===== config.mk =====
export PLATFORM = sky130hd
export DESIGN_NAME = crq_core
export DESIGN_NICKNAME = d
export VERILOG_FILES = /design/src/logic/crq_pkg.sv /design/src/logic/crq_bus_cycle.sv /design/src/logic/crq_core.sv
export SDC_FILE = /design/constraint.sdc
export NUM_CORES = 1
export LEC_CHECK = 0
export BUFFER_PORTS_ARGS = -buffer_cell sky130_fd_sc_hd__buf_2
export CAP_MARGIN = 20
export CORE_ASPECT_RATIO = 1.4
export CORE_UTILIZATION = 49
export DETAILED_ROUTE_END_ITERATION = 6
export GPL_TIMING_DRIVEN = 0
export PLACE_DENSITY_LB_ADDON = 0.08
export SYNTH_ARGS = -nofsm -noshare
export SYNTH_HDL_FRONTEND = slang
export SYNTH_SLANG_ARGS = --single-unit

===== constraint.sdc =====
create_clock -name ref_clk -period 1.6 [get_ports ref_clk]
set_input_delay 0.4 -clock ref_clk [delete_from_list [all_inputs] [get_ports ref_clk]]
set_output_delay 0.4 -clock ref_clk [all_outputs]
set_load 0.01 [all_outputs]

===== src/logic/crq_pkg.sv =====
package crq_pkg;
  // ==========================================
  // Bus timing, vector table and state encodings
  // ==========================================
  localparam int CRQ_CLK_MHZ = 200;
  localparam logic [15:0] CRQ_VEC_BASE = 16'h0000;
  localparam int CRQ_VEC_SHIFT = 2;
  localparam int CRQ_STRB_RST = 1;
  typedef enum logic [2:0] {
    CRQ_IDLE,
    CRQ_T1,
    CRQ_T2,
    CRQ_T3,
    CRQ_T4
  } crq_bus_t;
  typedef enum logic [2:0] {
    CRQ_EXEC,
    CRQ_ACK1,
    CRQ_ACK2,
    CRQ_VLO,
    CRQ_VHI,
    CRQ_JUMP
  } crq_seq_t;
endpackage


===== src/logic/crq_bus_cycle.sv =====
`timescale 1ns/1ps
module crq_bus_cycle
  import crq_pkg::*;
(
  input wire logic ref_clk,
  input wire logic reset,
  input wire logic start,
  input wire logic is_ack,
  input wire logic xfer_ready,
  output logic rd_strobe_n,
  output logic ack_strobe_n,
  output logic busy,
  output logic done
);
  // ==========================================
  // One bus cycle t1..t4 with waits in t3
  // ==========================================
  crq_bus_t st_ff, nxt_st;
  logic ack_ff, nxt_ack;
  logic rd_n_ff, nxt_rd_n;
  logic ia_n_ff, nxt_ia_n;
  logic done_ff, nxt_done;

  always_comb begin
    nxt_st = st_ff;
    nxt_ack = ack_ff;
    nxt_done = 1'b0;
    case (st_ff)
      CRQ_IDLE: begin
        if (start) begin
          nxt_st = CRQ_T1;
          nxt_ack = is_ack;
        end
      end
      CRQ_T1: nxt_st = CRQ_T2;
      CRQ_T2: nxt_st = CRQ_T3;
      // Ready is used raw; the partner must present it synchronised
      CRQ_T3: begin
        if (xfer_ready) begin
          nxt_st = CRQ_T4;
        end
      end
      CRQ_T4: begin
        nxt_st = CRQ_IDLE;
        nxt_done = 1'b1;
      end
      default: nxt_st = CRQ_IDLE;
    endcase
    // Strobes low through t2, t3 and waits; high by t4 once bus floated
    nxt_rd_n = !((nxt_st == CRQ_T2 || nxt_st == CRQ_T3) && !nxt_ack);
    nxt_ia_n = !((nxt_st == CRQ_T2 || nxt_st == CRQ_T3) && nxt_ack);
  end

  always_ff @(posedge ref_clk or posedge reset) begin
    if (reset) begin
      st_ff <= CRQ_IDLE;
      ack_ff <= 1'b0;
      rd_n_ff <= 1'(CRQ_STRB_RST);
      ia_n_ff <= 1'(CRQ_STRB_RST);
      done_ff <= 1'b0;
    end else begin
      st_ff <= nxt_st;
      ack_ff <= nxt_ack;
      rd_n_ff <= nxt_rd_n;
      ia_n_ff <= nxt_ia_n;
      done_ff <= nxt_done;
    end
  end

  assign rd_strobe_n = rd_n_ff;
  assign ack_strobe_n = ia_n_ff;
  assign busy = (st_ff != CRQ_IDLE);
  assign done = done_ff;
endmodule


===== src/logic/crq_core.sv =====
// Notes on behaviour
// - Transfer acknowledge is active high; device drives it to finish transfer.
// - Interrupt request sampled as a level in last cycle of each instruction.
// - Accepted interrupt branches to handler fetched from vector table in memory.
// - Interrupt request ignored while enable flag clear, honoured while set.
// - Acknowledge strobe low in t2, t3 and waits; never floated.
`timescale 1ns/1ps
module crq_core
  import crq_pkg::*;
(
  input wire logic ref_clk,
  input wire logic reset,
  input wire logic maskable_irq_in,
  input wire logic xfer_ready,
  input wire logic instr_last,
  input wire logic irq_enable,
  input wire logic read_req,
  input wire logic [15:0] bus_data_in,
  output logic rd_strobe_n,
  output logic irq_ack_strobe_n,
  output logic [7:0] irq_vector,
  output logic [15:0] handler_addr,
  output logic branch_pulse,
  output logic irq_ack_busy
);
  // ==========================================
  // Interrupt sequencing
  // ==========================================
  crq_seq_t seq_ff, nxt_seq;
  logic [7:0] vec_ff, nxt_vec;
  logic [15:0] addr_ff, nxt_addr;
  logic br_ff, nxt_br;
  logic start, is_ack, busy, done, take_irq;
  logic abusy_ff, nxt_abusy;

  // ==========================================
  // Request pin synchroniser
  // ==========================================
  // The source is asynchronous; two stages keep metastability off the sampler
  logic irq_meta_ff, nxt_irq_meta;
  logic irq_sync_ff, nxt_irq_sync;

  always_comb begin
    nxt_irq_meta = maskable_irq_in;
    nxt_irq_sync = irq_meta_ff;
  end

  always_ff @(posedge ref_clk or posedge reset) begin
    if (reset) begin
      irq_meta_ff <= 1'b0;
      irq_sync_ff <= 1'b0;
    end else begin
      irq_meta_ff <= nxt_irq_meta;
      irq_sync_ff <= nxt_irq_sync;
    end
  end

  // Level sample only when the instruction ends and the flag is set
  assign take_irq = instr_last && irq_enable && irq_sync_ff;

  always_comb begin
    nxt_seq = seq_ff;
    nxt_vec = vec_ff;
    nxt_addr = addr_ff;
    nxt_br = 1'b0;
    start = 1'b0;
    is_ack = 1'b0;
    case (seq_ff)
      CRQ_EXEC: begin
        if (take_irq && !busy) begin
          nxt_seq = CRQ_ACK1;
          start = 1'b1;
          is_ack = 1'b1;
        end else if (read_req && !busy) begin
          start = 1'b1;
        end
      end
      // Two acknowledge cycles; the second returns the type number
      CRQ_ACK1: begin
        if (done) begin
          nxt_seq = CRQ_ACK2;
          start = 1'b1;
          is_ack = 1'b1;
        end
      end
      CRQ_ACK2: begin
        if (done) begin
          nxt_vec = bus_data_in[7:0];
          nxt_seq = CRQ_VLO;
          start = 1'b1;
        end
      end
      // Handler address read from table in memory
      CRQ_VLO: begin
        if (done) begin
          nxt_addr = bus_data_in;
          nxt_seq = CRQ_JUMP;
        end
      end
      CRQ_JUMP: begin
        nxt_br = 1'b1;
        nxt_seq = CRQ_EXEC;
      end
      default: nxt_seq = CRQ_EXEC;
    endcase
    nxt_abusy = (nxt_seq != CRQ_EXEC);
  end

  always_ff @(posedge ref_clk or posedge reset) begin
    if (reset) begin
      seq_ff <= CRQ_EXEC;
      vec_ff <= 8'h00;
      addr_ff <= 16'h0000;
      br_ff <= 1'b0;
      abusy_ff <= 1'b0;
    end else begin
      seq_ff <= nxt_seq;
      vec_ff <= nxt_vec;
      addr_ff <= nxt_addr;
      br_ff <= nxt_br;
      abusy_ff <= nxt_abusy;
    end
  end

  crq_bus_cycle u_bus (
    .ref_clk(ref_clk),
    .reset(reset),
    .start(start),
    .is_ack(is_ack),
    .xfer_ready(xfer_ready),
    .rd_strobe_n(rd_strobe_n),
    .ack_strobe_n(irq_ack_strobe_n),
    .busy(busy),
    .done(done)
  );

  assign irq_vector = vec_ff;
  assign handler_addr = addr_ff;
  assign branch_pulse = br_ff;
  assign irq_ack_busy = abusy_ff;

  // ==========================================
  // Checks
  // ==========================================
  property p_mask;
    @(posedge ref_clk) disable iff (reset)
      (seq_ff == CRQ_EXEC && !irq_enable && !read_req) |=> seq_ff == CRQ_EXEC;
  endproperty
  a_mask: assert property (p_mask) else $error("irq taken while masked");
  property p_take;
    @(posedge ref_clk) disable iff (reset)
      (seq_ff == CRQ_EXEC && take_irq && !busy) |=> seq_ff == CRQ_ACK1;
  endproperty
  a_take: assert property (p_take) else $error("irq not taken");
  property p_ack_low;
    @(posedge ref_clk) disable iff (reset)
      (seq_ff == CRQ_ACK1 && $fell(irq_ack_strobe_n)) |-> rd_strobe_n;
  endproperty
  a_ack_low: assert property (p_ack_low) else $error("both strobes low");
  property p_ack_seen;
    @(posedge ref_clk) disable iff (reset)
      $rose(seq_ff == CRQ_ACK1) |-> ##[1:3] !irq_ack_strobe_n;
  endproperty
  a_ack_seen: assert property (p_ack_seen) else $error("ack strobe missing");
  property p_rd_ack;
    @(posedge ref_clk) disable iff (reset)
      !rd_strobe_n |-> irq_ack_strobe_n;
  endproperty
  a_rd_ack: assert property (p_rd_ack) else $error("read during ack");
  property p_wait;
    @(posedge ref_clk) disable iff (reset)
      (!rd_strobe_n && !xfer_ready) |=> !rd_strobe_n;
  endproperty
  a_wait: assert property (p_wait) else $error("strobe ended during wait");
  property p_branch;
    @(posedge ref_clk) disable iff (reset)
      branch_pulse |-> seq_ff == CRQ_EXEC ##1 !branch_pulse;
  endproperty
  a_branch: assert property (p_branch) else $error("branch pulse long");
  property p_addr;
    @(posedge ref_clk) disable iff (reset)
      (seq_ff == CRQ_VLO && done) |=> handler_addr == $past(bus_data_in);
  endproperty
  a_addr: assert property (p_addr) else $error("handler address wrong");
  property p_sync_take;
    @(posedge ref_clk) disable iff (reset)
      (seq_ff == CRQ_EXEC && !busy && instr_last && irq_enable && $past(maskable_irq_in, 2))
      |=> seq_ff == CRQ_ACK1;
  endproperty
  a_sync_take: assert property (p_sync_take) else $error("synchronised irq not taken");
  property p_low_level;
    @(posedge ref_clk) disable iff (reset)
      (seq_ff == CRQ_EXEC && !$past(maskable_irq_in, 2)) |=> seq_ff == CRQ_EXEC;
  endproperty
  a_low_level: assert property (p_low_level) else $error("irq taken while low");
  property p_not_last;
    @(posedge ref_clk) disable iff (reset)
      (seq_ff == CRQ_EXEC && !instr_last) |=> seq_ff == CRQ_EXEC;
  endproperty
  a_not_last: assert property (p_not_last) else $error("irq taken mid instruction");
  property p_vec;
    @(posedge ref_clk) disable iff (reset)
      (seq_ff == CRQ_ACK2 && done) |=> irq_vector == $past(bus_data_in[7:0]);
  endproperty
  a_vec: assert property (p_vec) else $error("type byte wrong");
  property p_vec_read;
    @(posedge ref_clk) disable iff (reset)
      $rose(seq_ff == CRQ_VLO) |-> ##[1:3] !rd_strobe_n;
  endproperty
  a_vec_read: assert property (p_vec_read) else $error("table read missing");
  property p_ack_wait;
    @(posedge ref_clk) disable iff (reset)
      (!irq_ack_strobe_n && !xfer_ready) |=> !irq_ack_strobe_n;
  endproperty
  a_ack_wait: assert property (p_ack_wait) else $error("ack strobe ended in wait");
  property p_ack_only;
    @(posedge ref_clk) disable iff (reset)
      !irq_ack_strobe_n |-> (seq_ff == CRQ_ACK1 || seq_ff == CRQ_ACK2);
  endproperty
  a_ack_only: assert property (p_ack_only) else $error("ack strobe outside ack");
  property p_mask_ack;
    @(posedge ref_clk) disable iff (reset)
      (seq_ff == CRQ_EXEC && !irq_enable) |=> irq_ack_strobe_n;
  endproperty
  a_mask_ack: assert property (p_mask_ack) else $error("ack while masked");
endmodule


# After elaboration in Yosys (flattened, before gate mapping)
# Cells that the tools add are included.
# classes
n_eq_ne,10
muxes,18
n_reduce_logical,18
# op_table
cell,n
$pmux W3 S4,2
$eq A3 B2 Y1 const B,6
$mux W3,6
$mux W1,8
$eq A3 B1 Y1 const B,2
$eq A3 B3 Y1 const B,2
$logic_and A1 B1 Y1,6
$logic_not A3 Y1,2
$reduce_bool A3 Y1,2
$logic_not A1 Y1,4
$pmux W1 S2,2
$reduce_and A2 Y1,2
$reduce_or A2 Y1,1
$logic_or A1 B1 Y1,1
# word_totals
ff_bits,38
input_bits,23
output_inout_bits,28

# Logic depth before layout (Yosys ltp)
# Gate-level depths: netlist (run 1).
# depth
ltp_word,12
depth_mapped,4
depth_no_buf,3

# By module
# From an unflattened synthesis (run 1), not the netlist that was laid out.
# unflattened
hier_cells,104
hier_area_um2,1576.5
# modules_own_cells
mod,instances,cells_per_inst,area_per_inst_um2
crq_core,1,82,1293.7
crq_bus_cycle,1,22,282.8

# Least setup slack after synthesis (run 1)
# No wires, ideal clock.
# synth_timing
kind,reg-to-reg
from,register seq_ff[0]
to,"register vec_ff[0], in the netlist irq_vector[0]"
arrival_time_ns,1.230
slack_ns,0.243
stages_incl_launch_ff,5
synth_period_minus_slack_ns,1.357
path_cell_list,dfrtp_1 -> buf_2 -> and4bb_1 -> buf_2 -> mux2_1
# synth_via
elab_chain_len,2
# synth_rtl
item,line_no,rtl
"start, declared",crq_core.sv:29,"crq_seq_t seq_ff, nxt_seq;"
"start signal, assigned",crq_core.sv:117,seq_ff <= nxt_seq;
$eq A3 B2 Y1,crq_core.sv:68,case (seq_ff)
$reduce_and A2 Y1 (no line),--,
"end signal, assigned",crq_core.sv:118,vec_ff <= nxt_vec;
"end, declared",crq_core.sv:30,"logic [7:0] vec_ff, nxt_vec;"
# Every way passes these cells.
# A chain may end at the register's enable or synchronous reset.

# Worst setup path in the final report (run 1)
# layout_timing
from,register seq_ff[0]
to,"register vec_ff[1], in the netlist irq_vector[1]"
# Same word-level chain as after synthesis.

==> key figures, run 1 <==
CTS
  – Cts bufs inserted: 5
  – Clk slew on worst S/H paths: 0.08 ns
  – # resized after CTS: 0
  – Clock Tree Root: clkbuf_8
  – Cts hold-fix bufs: 0
  – Clk sinks: 38
  – CTS tree: done
  – Postcts setup bufs: 0
  – Clock Path Buffers: 2
  – # H-tree levels: 2
  – Worst skew pair latency: 0.29 ns

Final layout
  – Design area: 0.00193 sq mm
  – Multi-input logic area: 503 sq um
  – Post-Layout Cell Count: 199
  – Antenna cells: 0
  – Storage element area: 953 sq um
  – Area Overhead vs Synth: 29.3%
  – Final net count: 184
  – Layout Utilization: 67.2%
  – Fillers: 239
  – Share of cells above drive strength 1: 43.2%

Logic synthesis
  – Cell taking the most area after synthesis: dfrtp_1
  – Share of the synthesized area in the top cell type: 60.2%
  – Seq/Total Area, Yosys: 63.7%
  – Synth async-reset ratio: 100%
  – Gate Count Post-Synth: 103
  – Netlist cell types: 30
  – Largest cells by area after synthesis: dfrtp_1 60%, mux2_1 17%, dfstp_2 3.5%, nand2_1 1.8%, nand4b_4 1.6%
  – Avg Cell Area, Syn: 14.5 sq um
  – Synth Register Bits: 38
  – Synth Net Count: 126
  – Synth warn: 0
  – Post-Syn Area: 0.00150 sq mm
  – Number of synthesized flops with an enable pin: 0
  – Top FF cell, synth: dfrtp_1

Placement
  – Post-DP HPWL: 2.00 mm
  – Cell Area, Placed: 0.00182 sq mm
  – Buffers on Ports: 50
  – Routability congestion estimate from global placement: 0.776
  – Inst Count DP: 191

Die
  – Chip Width: 48.7 microns
  – Top Ports: 51
  – Core box area: 0.00288 sq mm
  – Die H: 67.4 microns
  – Die Area: 0.00328 sq mm
  – Rows: 23
  – Initial Util: 52.0%

Power
  – LEAKAGE: 0.000978 uW
  – Worst VDD drop: 0.00103 V
  – Internal: 2400 uW
  – PwrDens: 1820 mW/mm^2
  – Clock power share: 22.5%
  – Seq pwr share: 45.1%
  – Psw: 1120 uW
  – Switching share of total power: 31.9%
  – Comb power frac: 32.4%
  – Pwr Total: 3530 uW

Detailed routing
  – Drt wl/cell: 13.2 microns
  – WL final: 2.63 mm
  – Via density: 5.08
  – DRT iter0 DRCs: 11
  – Antenna-violating nets left: 0
  – # DRC: 0
  – Via Count: 1010
  – First-pass DRT Iterations: 4

Global routing
  – Global-route wire length before repair: 4.45 mm
  – GRT overflow: 0
  – All-Layer GR Usage: 18.7%
  – Largest net degree at the start of global routing: 26
  – Number of global-route vias before repair: 1052
  – Antenna violations before repair: 0

STA
  – Worst Skew: 0.00667 ns
  – Slew headroom: 59.6%
  – Tmin final: 1.49 ns
  – Period utilization: 93.0%
  – Worst hold slack: 0.168 ns
  – RSZ-0062 raised after global routing: no
  – Highest clock rate: 672 MHz
  – Tightest Pin Transition: 0.605 ns
  – Fin. Hold Viols: 0
  – Final Setup Violations: 0
  – Final Max Slew Viols: 0

Min path
  – HP Class: in2async

Setup path
  – Critical Path AT: 1.66 ns
  – WS Path Type: reg2reg
  – CP required: 1.77 ns
  – Crit end category: register
  – Startpoint types: register
  – CP startpoint: seq_ff[0]$_DFF_PP0_
  – Critical path fanouts, max: 10
  – Reg2reg start: seq_ff[0]$_DFF_PP0_

Status
  – Outcome: completed

Flow run
  – Max-cap violations: 0
## logic make-up after synthesis
group / after synthesis / share of synthesized area (%)
AO/OA/AOI/OAI: 9 / 5.18
XOR/XNOR: 1 / 0.585
buffers and inverters: 8 / 2.68
flip-flops: 38 / 63.7
multiplexers: 24 / 18.1
AND/OR/NAND/NOR: 23 / 9.78
## Yosys cell counts, types with 2 or more instances
library cell and instances:
nor2b_1 2, buf_2 2, dfstp_2 2, nand2_1 7
inv_1 3, nor2_1 3, buf_4 2, mux2_1 23
nor3_1 3, dfrtp_1 36
## per-stage QoR
| stage | setup TNS, ns | setup slack [ns] |
|---|---|---|
| global route | 0 | 0.0339 |
| detailed placement | 0 | 0.115 |
| floorplan | 0 | 0.243 |
| global placement | -2.96 | -0.0839 |
| finish | 0 | 0.113 |
| CTS | 0 | 0.0945 |
## layer usage
metal / up-vias / share of wire [%] / track usage [%]
li1: 476 / - / -
met1: 494 / 38 / 18.4
met2: 36 / 54 / 34.2
met3: 4 / 6.4 / 6.76
met4: 0 / 1.5 / 9.93
met5: - / 0 / 0
## sequential cells by signal (all words and copies together), names as in the netlist, 3 cells and up
register	cells
u_bus.st_ff	3
seq_ff	3
handler_addr	16
irq_vector	8
## power groups by stage
stage | Combinational, uW | Clock [uW] | Sequential [uW]
after floorplan | 521 | 0 | 1750
after global placement | 1120 | 0 | 1580
after detailed placement | 1170 | 0 | 1600
after CTS | 1170 | 819 | 1590
after global routing | 1260 | 858 | 1640
final | 1140 | 794 | 1590
## final timing paths
check	end	slack, ns	cells after the start
worst max-delay path	irq_vector[1]$_DFFE_PP0P_	0.11	4
worst max register to register	irq_vector[1]$_DFFE_PP0P_	0.11	4
min in group ref_clk	irq_meta_ff$_DFF_PP0_	0.22	1
worst min register to register	irq_sync_ff$_DFF_PP0_	0.36	0
max in group asynchronous	handler_addr[1]$_DFFE_PP0P_	0.90	3
worst min-delay path	u_bus.st_ff[1]$_DFF_PP0_	0.17	2
## critical path, cell delays in order, from the launching register on
cell and delay (ns):
dfrtp_1 0.36, buf_2 0.17, and4bb_1 0.25, buf_2 0.23, mux2_1 0.35
## layout by cell type (no fill, tap or decap), types with 2 or more instances in the layout
cell	Yosys	routed
nor2_1	3	3
nand2_1	7	7
dfstp_2	2	2
clkinvlp_4	0	2
buf_4	2	2
clkbuf_8	0	5
dfrtp_1	36	36
mux2_1	23	23
nor3_1	3	3
inv_1	3	3
buf_2	2	52
nor2b_1	2	2
## area by class of cell
type	count	area share (%)
flip-flops and latches	38	49.3
clock inverters	3	2.33
clock buffers	5	3.56
well taps	37	2.39
multi-input cells	57	26.0
repair buffers	51	14.4
plain buffers	4	1.29
inverters	4	0.776
(Power assumes the default switching activity.)
==> inputs of run 2 (changes only) <==
Settings changed: ABC_CLOCK_PERIOD_IN_PS set to 1550.
Clock period 1.6 ns to 1.55 ns, I/O delays scaled along.
==> key figures, run 2 (same netlist as run 1, synthesis figures left out) <==
Status
  – Outcome: completed

Die
  – Top Ports: 51
  – Die Area: 0.00328 sq mm
  – Core box area: 0.00288 sq mm
  – Chip Width: 48.7 microns
  – Rows: 23
  – Initial Util: 52.0%
  – Die H: 67.4 microns

Setup path
  – Crit end category: register
  – Critical path fanouts, max: 10
  – Startpoint types: register
  – CP required: 1.72 ns
  – WS Path Type: reg2reg
  – Critical Path AT: 1.62 ns

Detailed routing
  – Via density: 5.06
  – WL final: 2.62 mm
  – Routed length on met3: 169 microns
  – Metal2 WL: 1.42 mm
  – Drt wl/cell: 13.2 microns
  – DR top layer: met4
  – Antenna-violating nets left: 0
  – # DRC: 0
  – Metal-1 WL: 988 microns
  – First-pass DRT Iterations: 4
  – Via Count: 1007
  – DRT iter0 DRCs: 11

STA
  – Tmin final: 1.45 ns
  – Final Setup Violations: 0
  – Worst Skew: 0.00667 ns
  – Period utilization: 93.7%
  – Worst hold slack: 0.156 ns
  – Fin. Hold Viols: 0
  – RSZ-0062 raised after global routing: no
  – Tightest Pin Transition: 0.606 ns
  – Highest clock rate: 689 MHz
  – Final Max Slew Viols: 0
  – Slew headroom: 59.6%

CTS
  – # H-tree levels: 2
  – Worst skew pair latency: 0.29 ns
  – Clock Tree Root: clkbuf_8
  – Clk slew on worst S/H paths: 0.08 ns
  – Cts hold-fix bufs: 0
  – Cts bufs inserted: 5
  – CTS tree: done
  – # resized after CTS: 0
  – Clk sinks: 38
  – Postcts setup bufs: 0
  – Clock Path Buffers: 2

Global routing
  – Largest net degree at the start of global routing: 26
  – All-Layer GR Usage: 18.7%
  – Number of global-route vias before repair: 1052
  – GRT overflow: 0
  – Global-route wire length before repair: 4.45 mm
  – Antenna violations before repair: 0

Placement
  – Routability congestion estimate from global placement: 0.776
  – Post-DP HPWL: 2.00 mm
  – Buffers on Ports: 50
  – Inst Count DP: 191

Final layout
  – Most frequent cells in the layout: 51 x buf_2, 36 x dfrtp_1, 23 x mux2_1
  – Share of cells above drive strength 1: 43.2%
  – Layout Utilization: 67.3%
  – Commonest non-fill, non-tap cell in the layout: buf_2
  – Number of flip-flops in the largest register: 16
  – Post-Layout Cell Count: 199
  – Antenna cells: 0
  – Area Overhead vs Synth: 29.4%
  – Final net count: 184

Min path
  – HP Class: in2async

Power
  – PwrDens: 1880 mW/mm^2
  – LEAKAGE: 0.000978 uW
  – Worst VDD drop: 0.00106 V

Flow run
  – Max-cap violations: 0
run 2: final timing paths:
| kind | from | endpoint | slack (ns) | cells after the start |
|---|---|---|---|---|
| worst max-delay path | seq_ff[0]$_DFF_PP0_ | irq_vector[1]$_DFFE_PP0P_ | 0.1 | 4 |
| worst min-delay path | reset | u_bus.st_ff[1]$_DFF_PP0_ | 0.16 | 2 |
| worst max register to register | seq_ff[0]$_DFF_PP0_ | irq_vector[1]$_DFFE_PP0P_ | 0.1 | 4 |
| worst min register to register | irq_meta_ff$_DFF_PP0_ | irq_sync_ff$_DFF_PP0_ | 0.36 | 0 |
| max in group asynchronous | reset | handler_addr[1]$_DFFE_PP0P_ | 0.87 | 3 |
| min in group ref_clk | maskable_irq_in | irq_meta_ff$_DFF_PP0_ | 0.20 | 1 |
run 2: area by class of cell:
type / count / area [sq um]
Clock buffer: 5 / 68.8
Multi-Input combinational cell: 57 / 503
Buffer: 4 / 27.5
Tap cell: 37 / 46.3
Sequential cell: 38 / 953
Clock inverter: 3 / 45.0
Fill cell: 238 / 941
Timing Repair Buffer: 51 / 278
Inverter: 4 / 15.0
run 2: power by group:
group	leakage, uW	internal [uW]	switching [uW]	total, uW
Sequential	0.000463	1420	223	1640
Clock	0.0000504	478	342	820
Combinational	0.000464	585	595	1180
Total	0.000978	2480	1160	3640
run 2: critical path, stage by stage (launching register included):
cell and delay [ns]:
dfrtp_1 0.36, buf_2 0.17, and4bb_1 0.25, clkbuf_4 0.21
mux2_1 0.34
run 2: routing by layer:
metal / track usage, % / vias to the layer above
li1: - / 476
met1: 18.4 / 491
met2: 34.2 / 36
met3: 6.76 / 4
met4: 9.93 / 0
met5: 0 / -
run 2: stage by stage:
stage	setup TNS [ns]	setup slack [ns]	total power, uW	instance area, sq um
floorplan	0	0.193	2350	1500
global placement	-4.31	-0.121	2780	1790
detailed placement	0	0.0655	2860	1820
CTS	0	0.0445	3700	1930
global route	0	0.0211	3880	1940
finish	0	0.0979	3640	1940
